===== src/logic/farc_cfg.svh =====
`ifndef FARC_CFG_SVH
`define FARC_CFG_SVH

`define FARC_UVSEL_OFFSET      16'h04cc
`define FARC_UVSEL_RESET       16'h0000
`define FARC_UVSEL_BIT         0
`define FARC_COUNT_RESET       4'h0

`define FARC_CLK_HZ            25000000
`define FARC_TICK_MS           100
`define FARC_TICK_CYCLES       (`FARC_CLK_HZ / 1000 * `FARC_TICK_MS)
`define FARC_FIXED_INTERVAL_MS 2000
`define FARC_FIXED_TICKS       (`FARC_FIXED_INTERVAL_MS / `FARC_TICK_MS)
`define FARC_INTERVAL_MIN_MS   500
`define FARC_INTERVAL_MAX_MS   180000
`define FARC_INTERVAL_DEF_MS   2000

`define FARC_LIMIT_MAX         10
`define FARC_LIMIT_DEF         2
`define FARC_RELAY_SEL_DEF     1

`endif


===== src/logic/farc_pkg.sv =====
package farc_pkg;

    typedef enum logic [3:0] {
        FARC_F_OV    = 4'h0,
        FARC_F_GF    = 4'h1,
        FARC_F_OC    = 4'h2,
        FARC_F_OL2   = 4'h3,
        FARC_F_OL3   = 4'h4,
        FARC_F_OL4   = 4'h5,
        FARC_F_UL3   = 4'h6,
        FARC_F_UL4   = 4'h7,
        FARC_F_PF    = 4'h8,
        FARC_F_LF    = 4'h9,
        FARC_F_SE1   = 4'ha,
        FARC_F_SE2   = 4'hb,
        FARC_F_SE3   = 4'hc,
        FARC_F_UV    = 4'hd,
        FARC_F_OTHER = 4'he,
        FARC_F_SPARE = 4'hf
    } farc_fault_t;

    typedef enum logic [2:0] {
        FARC_ST_IDLE     = 3'b000,
        FARC_ST_WAIT_BB  = 3'b001,
        FARC_ST_WAIT_INT = 3'b010,
        FARC_ST_RESET    = 3'b011,
        FARC_ST_LOCKED   = 3'b100
    } farc_state_t;

    typedef struct packed {
        farc_state_t state;
        logic [3:0]  count;
        logic        uv_evt;
        logic        latched;
        logic        relay;
        logic        auto_reset;
        logic [15:0] uvsel;
        logic [15:0] rdata;
    } farc_top_st_t;

    typedef struct packed {
        logic        busy;
        logic        done;
        logic [21:0] pre;
        logic [10:0] ticks;
    } farc_tmr_st_t;

endpackage : farc_pkg


===== src/logic/farc_top.sv =====
`timescale 1ns/1ps
`include "farc_cfg.svh"

module farc_top #(
    parameter int unsigned TICK_CYCLES = `FARC_TICK_CYCLES
) (
    input  wire logic        i_ref_clk,
    input  wire logic        i_rst,
    input  wire logic        i_fault_active,
    input  wire logic [3:0]  i_fault_code,
    input  wire logic        i_output_block,
    input  wire logic        i_manual_reset,
    input  wire logic [3:0]  i_restart_attempt_limit,
    input  wire logic        i_relay_during_retry_select,
    input  wire logic [10:0] i_restart_interval_time,
    input  wire logic        i_fixed_interval_variant,
    input  wire logic [15:0] i_reg_addr,
    input  wire logic        i_reg_wr,
    input  wire logic [15:0] i_reg_wdata,
    output logic      [15:0] o_reg_rdata,
    output logic             o_auto_reset,
    output logic             o_fault_relay_contacts,
    output logic             o_fault_latched,
    output logic      [3:0]  o_restart_count,
    output logic             o_retry_pending
);

    localparam logic [3:0]  LIMIT_MAX = 4'(`FARC_LIMIT_MAX);
    localparam logic [10:0] IV_MIN    = 11'(`FARC_INTERVAL_MIN_MS / `FARC_TICK_MS);
    localparam logic [10:0] IV_MAX    = 11'(`FARC_INTERVAL_MAX_MS / `FARC_TICK_MS);
    localparam logic [10:0] IV_FIXED  = 11'(`FARC_FIXED_TICKS);

    farc_pkg::farc_top_st_t q;
    farc_pkg::farc_top_st_t d;

    logic [3:0]  lim;
    logic [10:0] iv_ticks;
    logic        uv_always;
    logic        is_uv;
    logic        eligible;
    logic        retry_ok;
    logic        tmr_start;
    logic        tmr_done;

    // settings outside the legal span are pulled to the nearest bound
    assign lim = (i_restart_attempt_limit > LIMIT_MAX) ? LIMIT_MAX : i_restart_attempt_limit;
    always_comb begin
        if (i_fixed_interval_variant) begin
            iv_ticks = IV_FIXED;
        end else if (i_restart_interval_time < IV_MIN) begin
            iv_ticks = IV_MIN;
        end else if (i_restart_interval_time > IV_MAX) begin
            iv_ticks = IV_MAX;
        end else begin
            iv_ticks = i_restart_interval_time;
        end
    end

    assign uv_always = q.uvsel[`FARC_UVSEL_BIT];
    assign is_uv     = (i_fault_code == farc_pkg::FARC_F_UV);
    assign eligible  = (i_fault_code <= farc_pkg::FARC_F_SE3) || is_uv;
    assign retry_ok  = (is_uv && uv_always) || (eligible && lim != 4'h0 && q.count < lim);

    assign tmr_start = (q.state == farc_pkg::FARC_ST_WAIT_BB) && i_output_block;

    farc_timer #(
        .TICK_CYCLES (TICK_CYCLES)
    ) u_timer (
        .i_ref_clk (i_ref_clk),
        .i_rst     (i_rst),
        .i_start   (tmr_start),
        .i_ticks   (iv_ticks),
        .o_busy    (),
        .o_done    (tmr_done)
    );

    always_comb begin
        d            = q;
        d.auto_reset = 1'b0;
        unique case (q.state)
            farc_pkg::FARC_ST_IDLE: begin
                if (i_manual_reset) begin
                    d.count = `FARC_COUNT_RESET;
                end
                if (i_fault_active) begin
                    d.latched = 1'b1;
                    d.uv_evt  = is_uv;
                    d.state   = retry_ok ? farc_pkg::FARC_ST_WAIT_BB : farc_pkg::FARC_ST_LOCKED;
                end
            end
            farc_pkg::FARC_ST_WAIT_BB: begin
                if (i_output_block) begin
                    d.state = farc_pkg::FARC_ST_WAIT_INT;
                end
            end
            farc_pkg::FARC_ST_WAIT_INT: begin
                if (tmr_done) begin
                    d.auto_reset = 1'b1;
                    d.latched    = 1'b0;
                    d.state      = farc_pkg::FARC_ST_RESET;
                    if (!(q.uv_evt && uv_always)) begin
                        d.count = q.count + 4'h1;
                    end
                end
            end
            // one idle cycle lets the detector drop the fault before it is looked at again
            farc_pkg::FARC_ST_RESET: begin
                d.state = farc_pkg::FARC_ST_IDLE;
            end
            farc_pkg::FARC_ST_LOCKED: begin
                if (i_manual_reset) begin
                    d.latched = 1'b0;
                    d.count   = `FARC_COUNT_RESET;
                    d.state   = farc_pkg::FARC_ST_IDLE;
                end
            end
            default: begin
                d.state = farc_pkg::FARC_ST_IDLE;
            end
        endcase

        unique case (d.state)
            farc_pkg::FARC_ST_IDLE: d.relay = 1'b0;
            farc_pkg::FARC_ST_LOCKED: d.relay = 1'b1;
            default: d.relay = i_relay_during_retry_select || (lim != 4'h0 && d.count >= lim);
        endcase

        // the select is written in any state, so a write during a retry already decides whether that retry is counted
        if (i_reg_wr && i_reg_addr == `FARC_UVSEL_OFFSET) begin
            d.uvsel = i_reg_wdata;
        end
        d.rdata = (i_reg_addr == `FARC_UVSEL_OFFSET) ? q.uvsel : 16'h0000;
    end

    always_ff @(posedge i_ref_clk) begin
        if (i_rst) begin
            q <= '{state: farc_pkg::FARC_ST_IDLE, count: `FARC_COUNT_RESET, uv_evt: 1'b0, latched: 1'b0,
                   relay: 1'b0, auto_reset: 1'b0, uvsel: `FARC_UVSEL_RESET, rdata: 16'h0000};
        end else begin
            q <= d;
        end
    end

    assign o_reg_rdata            = q.rdata;
    assign o_auto_reset           = q.auto_reset;
    assign o_fault_relay_contacts = q.relay;
    assign o_fault_latched        = q.latched;
    assign o_restart_count        = q.count;
    assign o_retry_pending        = (q.state == farc_pkg::FARC_ST_WAIT_BB) || (q.state == farc_pkg::FARC_ST_WAIT_INT);

    // helper for the interval check
    logic [31:0] h_cnt;
    logic [10:0] h_ticks;
    always_ff @(posedge i_ref_clk) begin
        if (i_rst) begin
            h_cnt   <= 32'h00000000;
            h_ticks <= 11'h000;
        end else if (tmr_start) begin
            h_cnt   <= 32'h00000000;
            h_ticks <= iv_ticks;
        end else begin
            h_cnt   <= h_cnt + 32'h00000001;
        end
    end

    a_interval_exact: assert property (@(posedge i_ref_clk) disable iff (i_rst)
        o_auto_reset |-> h_cnt == 32'(h_ticks) * TICK_CYCLES + 32'h00000001)
        else $error("auto reset not at the interval end");

    a_block_first: assert property (@(posedge i_ref_clk) disable iff (i_rst)
        (q.state == farc_pkg::FARC_ST_WAIT_BB && !i_output_block) |=> !o_auto_reset && !tmr_done)
        else $error("auto reset before output block");

    a_relay_retry: assert property (@(posedge i_ref_clk) disable iff (i_rst)
        (q.state == farc_pkg::FARC_ST_WAIT_INT && q.count < lim && $stable(i_relay_during_retry_select))
        |-> o_fault_relay_contacts == i_relay_during_retry_select)
        else $error("relay does not follow retry select");

    a_relay_limit: assert property (@(posedge i_ref_clk) disable iff (i_rst)
        (q.state != farc_pkg::FARC_ST_IDLE && lim != 4'h0 && q.count >= lim && $stable(lim))
        |-> o_fault_relay_contacts)
        else $error("relay off with limit reached");

    a_uv_uncounted: assert property (@(posedge i_ref_clk) disable iff (i_rst)
        (o_auto_reset && q.uv_evt && uv_always) |-> o_restart_count == $past(o_restart_count))
        else $error("undervoltage retry was counted");

    a_count_step: assert property (@(posedge i_ref_clk) disable iff (i_rst)
        (o_auto_reset && !(q.uv_evt && uv_always)) |-> o_restart_count == $past(o_restart_count) + 4'h1)
        else $error("retry count did not step by one");

    a_other_locked: assert property (@(posedge i_ref_clk) disable iff (i_rst)
        (q.state == farc_pkg::FARC_ST_IDLE && i_fault_active && !eligible)
        |=> q.state == farc_pkg::FARC_ST_LOCKED ##1 !o_auto_reset)
        else $error("non retryable fault not locked");

    a_relay_factory: assert property (@(posedge i_ref_clk) disable iff (i_rst)
        (q.state == farc_pkg::FARC_ST_WAIT_BB && i_relay_during_retry_select && $stable(i_relay_during_retry_select))
        |-> o_fault_relay_contacts)
        else $error("relay open during restart with select set");

    a_zero_disable: assert property (@(posedge i_ref_clk) disable iff (i_rst)
        (q.state == farc_pkg::FARC_ST_IDLE && i_fault_active && lim == 4'h0 && !(is_uv && uv_always))
        |=> q.state == farc_pkg::FARC_ST_LOCKED)
        else $error("retry taken with zero limit");

    a_lock_hold: assert property (@(posedge i_ref_clk) disable iff (i_rst)
        (q.state == farc_pkg::FARC_ST_LOCKED && !i_manual_reset)
        |=> q.state == farc_pkg::FARC_ST_LOCKED && o_fault_latched && !o_auto_reset)
        else $error("locked fault released without manual reset");

endmodule : farc_top


===== src/logic/farc_timer.sv =====
`timescale 1ns/1ps
`include "farc_cfg.svh"

module farc_timer #(
    parameter int unsigned TICK_CYCLES = `FARC_TICK_CYCLES
) (
    input  wire logic        i_ref_clk,
    input  wire logic        i_rst,
    input  wire logic        i_start,
    input  wire logic [10:0] i_ticks,
    output logic             o_busy,
    output logic             o_done
);

    localparam logic [21:0] PRE_LOAD = 22'(TICK_CYCLES - 1);

    farc_pkg::farc_tmr_st_t q;
    farc_pkg::farc_tmr_st_t d;

    always_comb begin
        d      = q;
        d.done = 1'b0;
        if (i_start) begin
            d.busy  = 1'b1;
            d.pre   = PRE_LOAD;
            d.ticks = (i_ticks == 11'h000) ? 11'h001 : i_ticks;
        end else if (q.busy) begin
            if (q.pre == 22'h000000) begin
                d.pre = PRE_LOAD;
                if (q.ticks == 11'h001) begin
                    d.busy = 1'b0;
                    d.done = 1'b1;
                end else begin
                    d.ticks = q.ticks - 11'h001;
                end
            end else begin
                d.pre = q.pre - 22'h000001;
            end
        end
    end

    always_ff @(posedge i_ref_clk) begin
        if (i_rst) begin
            q <= '0;
        end else begin
            q <= d;
        end
    end

    assign o_busy = q.busy;
    assign o_done = q.done;

    a_done_single: assert property (@(posedge i_ref_clk) disable iff (i_rst)
        o_done |=> !o_done) else $error("timer done held longer than one cycle");

endmodule : farc_timer


===== config.mk =====
export PLATFORM = sky130hd
export DESIGN_NAME = farc_top
export DESIGN_NICKNAME = d
export VERILOG_FILES = /design/src/logic/farc_pkg.sv /design/src/logic/farc_top.sv /design/src/logic/farc_timer.sv
export VERILOG_INCLUDE_DIRS = /design/src /design/src/logic
export SDC_FILE = /design/constraint.sdc
export NUM_CORES = 1
export LEC_CHECK = 0
export BUFFER_PORTS_ARGS = -buffer_cell sky130_fd_sc_hd__buf_2
export CAP_MARGIN = 25
export CORE_UTILIZATION = 55
export CTS_CLUSTER_DIAMETER = 30
export DETAILED_ROUTE_END_ITERATION = 6
export PLACE_DENSITY = 0.8
export SLEW_MARGIN = 20
export SYNTH_ARGS = -nofsm -noshare
export SYNTH_HDL_FRONTEND = slang
export SYNTH_SLANG_ARGS = --single-unit

===== constraint.sdc =====
create_clock -name i_ref_clk -period 2.93 [get_ports i_ref_clk]
set_clock_uncertainty 0.2 [all_clocks]
set_input_delay 0.7325 -clock i_ref_clk [delete_from_list [all_inputs] [get_ports i_ref_clk]]
set_output_delay 0.7325 -clock i_ref_clk [all_outputs]
set_load 0.1 [all_outputs]

# Word level (Yosys, flattened, before mapping)
# Cells that the tools add are included.
[word_totals] inputBits=59 regBits=78 out_inout_bits=24 word_cells=91
[classes] n_bitwise=4 n_eq_ne=11 addsub=3 n_reduce_logical=26 order_cmp=6 mux=28
[op_table] op="$mux W11" n=6
[op_table] op="$mux W35" n=1
[op_table] op="$mux W33" n=1
[op_table] op="$logic_not A22 Y1" n=1
[op_table] op="$mux W22" n=1
[op_table] op="$sub A22 B1 Y22 const B" n=1
[op_table] op="$eq A16 B11 Y1 const B" n=1
[op_table] op="$mux W7" n=2
[op_table] op="$mux W4" n=3
[op_table] op="$pmux W3 S4" n=1
[op_table] op="$pmux W4 S3" n=1
[op_table] op="$eq A11 B1 Y1 const B" n=1
[op_table] op="$gt A11 B11 Y1 const B" n=1
[op_table] op="$logic_not A11 Y1" n=1
[op_table] op="$lt A11 B3 Y1 const B" n=1
[op_table] op="$sub A11 B1 Y11 const B" n=1
[op_table] op="$mux W3" n=3
[op_table] op="$logic_and A1 B1 Y1" n=7
[op_table] op="$eq A3 B3 Y1 const B" n=2
[op_table] op="$logic_not A3 Y1" n=2
[op_table] op="$ne A2 B2 Y1 const B" n=3
[op_table] op="$reduce_or A2 Y1" n=3
[op_table] op="$mux W1" n=5
[op_table] op="$add A4 B1 Y4 const B" n=1
[op_table] op="20 further kinds" n=28

# Depth between registers and ports, before layout
[depth] depth_word=11 mapped_depth=11 mapped_depth_nobuf=10

# Cells and area by module
# From an unflattened synthesis, not the netlist that was laid out.
[hier_totals] hier_cells=456 area_unflattened_um2=4115.2
[modules_own_cells] mod="farc_top" cells_per_inst=228 area_each_um2=2114.5 seq_area_each_um2=860.8 n_inst=1
[modules_own_cells] mod="farc_timer" cells_per_inst=228 area_each_um2=2000.7 seq_area_each_um2=700.7 n_inst=1

# Worst setup path after synthesis
# Ideal clock, no wire load.
[synth_path] path_type="reg-to-output" start="reg q[41] (netlist name)" end="out o_retry_pending" t_arrival_ns=2.146 n_path_buf=1 required_time_ns=1.997 path_slack_ns=-0.149 path_stages_with_launch=5 path_cell_list="dfxtp_1 clkbuf_1 inv_1 nand2_1 a21oi_1"
[synth_via] elab_chain_cells=2 word_cells_on_any_way=3 cone_classes="eq/ne: 2; reduce/logical: 1"
[synth_lines] item="from (decl)" line="farc_top.sv:33" rtl="farc_pkg::farc_top_st_t q;"
[synth_lines] item="from (signal assigned)" line="farc_top.sv:137" rtl="q <= '{state: farc_pkg::FARC_ST_IDLE, count: `FARC_COUNT_RESET, uv_evt: 1'b0, latched: 1'b0,"
[synth_lines] item="$eq A3 B1 Y1 / $eq A3 B2 Y1 (equally long branches)" line="farc_top.sv:149" rtl="assign o_retry_pending = (q.state == farc_pkg::FARC_ST_WAIT_BB) || (q.state == farc_pkg::FARC_ST_WAIT_INT);"
[synth_lines] item="$logic_or A1 B1 Y1 (*)" line="farc_top.sv:149"
[synth_lines] item="to (decl)" line="farc_top.sv:25" rtl="output logic o_retry_pending"
# Every way passes the cells marked *; elsewhere a longest branch is shown, timed or not.

# Worst setup path in the final report
[layout_path] start="reg q[40] (netlist name)" end="reg q (netlist bit o_fault_relay_contacts)"
[layout_via] elab_chain_cells=6 word_cells_on_any_way=16 cone_classes="order compare: 1; eq/ne: 4; mux: 7; reduce/logical: 4"
[layout_lines] item="$eq A3 B3 Y1 (tied with other cells)" line="farc_top.sv:80" rtl="unique case (q.state)"
[layout_lines] item="$pmux W4 S3" line="farc_top.sv:80"
[layout_lines] item="$ge A4 B4 Y1" line="farc_top.sv:125" rtl="default: d.relay = i_relay_during_retry_select || (lim != 4'h0 && d.count >= lim);"
[layout_lines] item="$logic_and A1 B1 Y1" line="farc_top.sv:125"
[layout_lines] item="$logic_or A1 B1 Y1" line="farc_top.sv:125"
[layout_lines] item="$pmux W1 S2 (*)" line="farc_top.sv:122" rtl="unique case (d.state)"
# Marks and branches as above.
# A chain may end at the register's enable or synchronous reset.

==> impl_metrics.tcl <==
set metrics [dict create \
    status "complete, no violations" \
    overflow 0 \
    worstReg2RegStart "q[40]$_SDFF_PP0_" \
    ant_nets 0 \
    yosysMostFrequentCell "dfxtp_1" \
    place_congestion 0.931 \
    finalCoreUtilization 0.669 \
    power_density_nw_per_um2 566 \
    synth-edff-count 0 \
    clock_latency_ps 360 \
    netlist_area_um2 3970 \
    total_power_mw 2.60 \
    dr.first_iter.drc_count 299 \
    viasPerCell 5.72 \
    die_h_um 87.0 \
    period_share 0.897 \
    syn_avg_cell_area_um2 8.54 \
    ios 83 \
    synth-async-reset-ratio 0 \
    synthXorXnorAreaFrac 0.0353 \
    critPathKind "reg2reg" \
    track_usage 0.262 \
    wl_per_cell_um 14.7 \
    place_inst 621 \
    synthAdderAreaFrac 0.0347 \
    grt_pass1_vias 3403 \
    start_util 0.578 \
    synth_area_leaders "dfxtp_1, mux2i_1, nor2_1, buf_4, ha_1" \
    diodes 0 \
    synth-compound-area-share 0.138 \
    synth_ff_type "dfxtp_1" \
    drc 0 \
    synth_top_family_by_area "simple AND/OR/NAND/NOR gates" \
    tightest_slew_ps 551 \
    synthMuxAreaShare 0.0583 \
    reg2regPathDepth 9 \
    cp-startpoint "q[40]$_SDFF_PP0_" \
    htreeDepth 3 \
    yosysWarnings 0 \
    cts_setup_buffers 0 \
    max_freq_ghz 0.380 \
    clk_pin_slew_ps 90 \
    leakagePower_nw 2.18 \
    dr.pass1.iters 4 \
    startpoint_type "register" \
    drv_cap 0 \
    rrSetupSlack_ps 300 \
    period_needed_ps 2630 \
    antenna_found_initial 0 \
    drt-total-wl_mm 9.35 \
    fin_setup_tns_ps 0 \
    drive_gt1_frac 0.231 \
    syn_inst 465 \
    finalMaxSlewViolations 0 \
    cts_resized 0 \
    irDropWorstVdd_uv 359 \
    grt_max_degree 28 \
    cts_buffer_depth 2 \
    worst-path-max-fanout 5 \
    cts_tree "built" \
    rsz0062_at_grt "false" \
    synthTopCellsByCount "dfxtp_1, nor2_1, nand2_1, a21oi_1, mux2i_1" \
    syn_nets 535 \
    cp_data_required_time_ps 2980 \
    synth_top_area_frac 0.393 \
    post_synth_num_cell_types 60 \
    syn_to_final_growth_pct 15.8 \
    rows 30 \
    finalSetupViolCount 0 \
    fin_nets 606 \
    hold_buffers 0 \
    cts.sinks 78 \
    cts_buffers 9 \
    holdWs_ps 273 \
    core_um2 6870 \
    fillers 539 \
    dieArea_um2 7560 \
    port_buffers 82 \
    synth_top_area_cell "dfxtp_1" \
    synth_seq_cells 78 \
    grt_pass1_wl_mm 15.5 \
    hpwl_mm 6.84 \
    timing.rr.end "o_fault_relay_contacts$_SDFF_PP0_" \
    end_kind "register" \
    synth-simple-area-share 0.271 \
    hp-class "reg2reg" \
    cts-root-buf "clkbuf_8" \
    hold_viol_final 0 \
    die_x_um 87.0 \
    crit_arrival_ps 2680 \
    max_slew_margin 0.623 \
    ys_seq_area_frac 0.393 \
    setup.worst_path.end "o_fault_relay_contacts$_SDFF_PP0_" \
    via_count 3643 \
    fin_cells 637 \
]
==> where the power goes <==
part	total [mW]	leakage [nW]	switching, mW	internal, mW
clock network	0.771	0.0914	0.428	0.344
registers	1.18	0.632	0.0623	1.11
logic	0.654	1.46	0.401	0.253
==> worst min path at each step <==
stage,start,end,cells after the start
after CTS,q[26]$_SDFFE_PP0P_,o_reg_rdata[10]$_SDFF_PP0_,1
after floorplan,q[26]$_SDFFE_PP0P_,o_reg_rdata[10]$_SDFF_PP0_,1
after detailed placement,q[25]$_SDFFE_PP0P_,o_reg_rdata[9]$_SDFF_PP0_,1
after global routing,q[29]$_SDFFE_PP0P_,o_reg_rdata[13]$_SDFF_PP0_,1
after global placement,q[18]$_SDFFE_PP0P_,o_reg_rdata[2]$_SDFF_PP0_,1
final,q[26]$_SDFFE_PP0P_,o_reg_rdata[10]$_SDFF_PP0_,1
==> worst max-delay path, stage by stage (launching register included) <==
cell and delay [ps]:
dfxtp_1 320, nand3b_1 210, a211oi_2 380, mux2_2 400
ha_1 280, nand2b_1 140, a21o_1 170, a21oi_1 130
o21ai_0 120, o21a_1 180
==> sequential cells by signal, indices dropped and copies added (netlist names) <==
register and cells:
o_auto_reset 1, o_fault_latched 1, o_fault_relay_contacts 1, o_reg_rdata 16, o_restart_count 4, q 20, u_timer.o_busy 1, u_timer.o_done 1
u_timer.q 33
==> per-layer routing <==
| metal | part of all wire | vias up | track usage |
|---|---|---|---|
| li1 | - | 1801 | - |
| met1 | 0.43 | 1685 | 0.319 |
| met2 | 0.49 | 141 | 0.445 |
| met3 | 0.067 | 16 | 0.0502 |
| met4 | 0.015 | 0 | 0.121 |
| met5 | 0 | - | 0 |
==> final cells by class <==
cell class | count | area (um2) | area share
well taps | 96 | 120 | 0.0261
repair buffers | 97 | 523 | 0.114
flip-flops and latches | 78 | 1560 | 0.340
multi-input cells | 334 | 2140 | 0.466
inverters | 16 | 60.1 | 0.0131
clock buffers | 10 | 138 | 0.0299
clock inverters | 6 | 52.6 | 0.0114
==> through the flow <==
step	area [um2]	worst slack, ps
floorplan	3970	232
global placement	4400	333
detailed placement	4400	174
CTS	4590	161
global route	4600	168
finish	4600	300
==> cells by family (layout without fill, tap and decap cells) <==
family | after synthesis | count (layout)
flip-flops | 78 | 78
adder cells (fa/ha/maj) | 11 | 11
XOR/XNOR | 16 | 16
multiplexers | 23 | 23
AND/OR/NAND/NOR | 198 | 198
AO/OA/AOI/OAI | 86 | 86
buffers and inverters | 53 | 129
==> cell usage in the layout (no fill, tap or decap), types with 12 or more instances in the layout <==
cell,count
o21ai_0,18
nand2_1,33
nor3_1,17
buf_2,82
a21oi_1,25
buf_4,15
nand3_1,12
mux2i_1,22
nor2_1,54
inv_1,16
dfxtp_1,78
and3_1,19
Note: power is estimated with default switching activity, not from simulation.
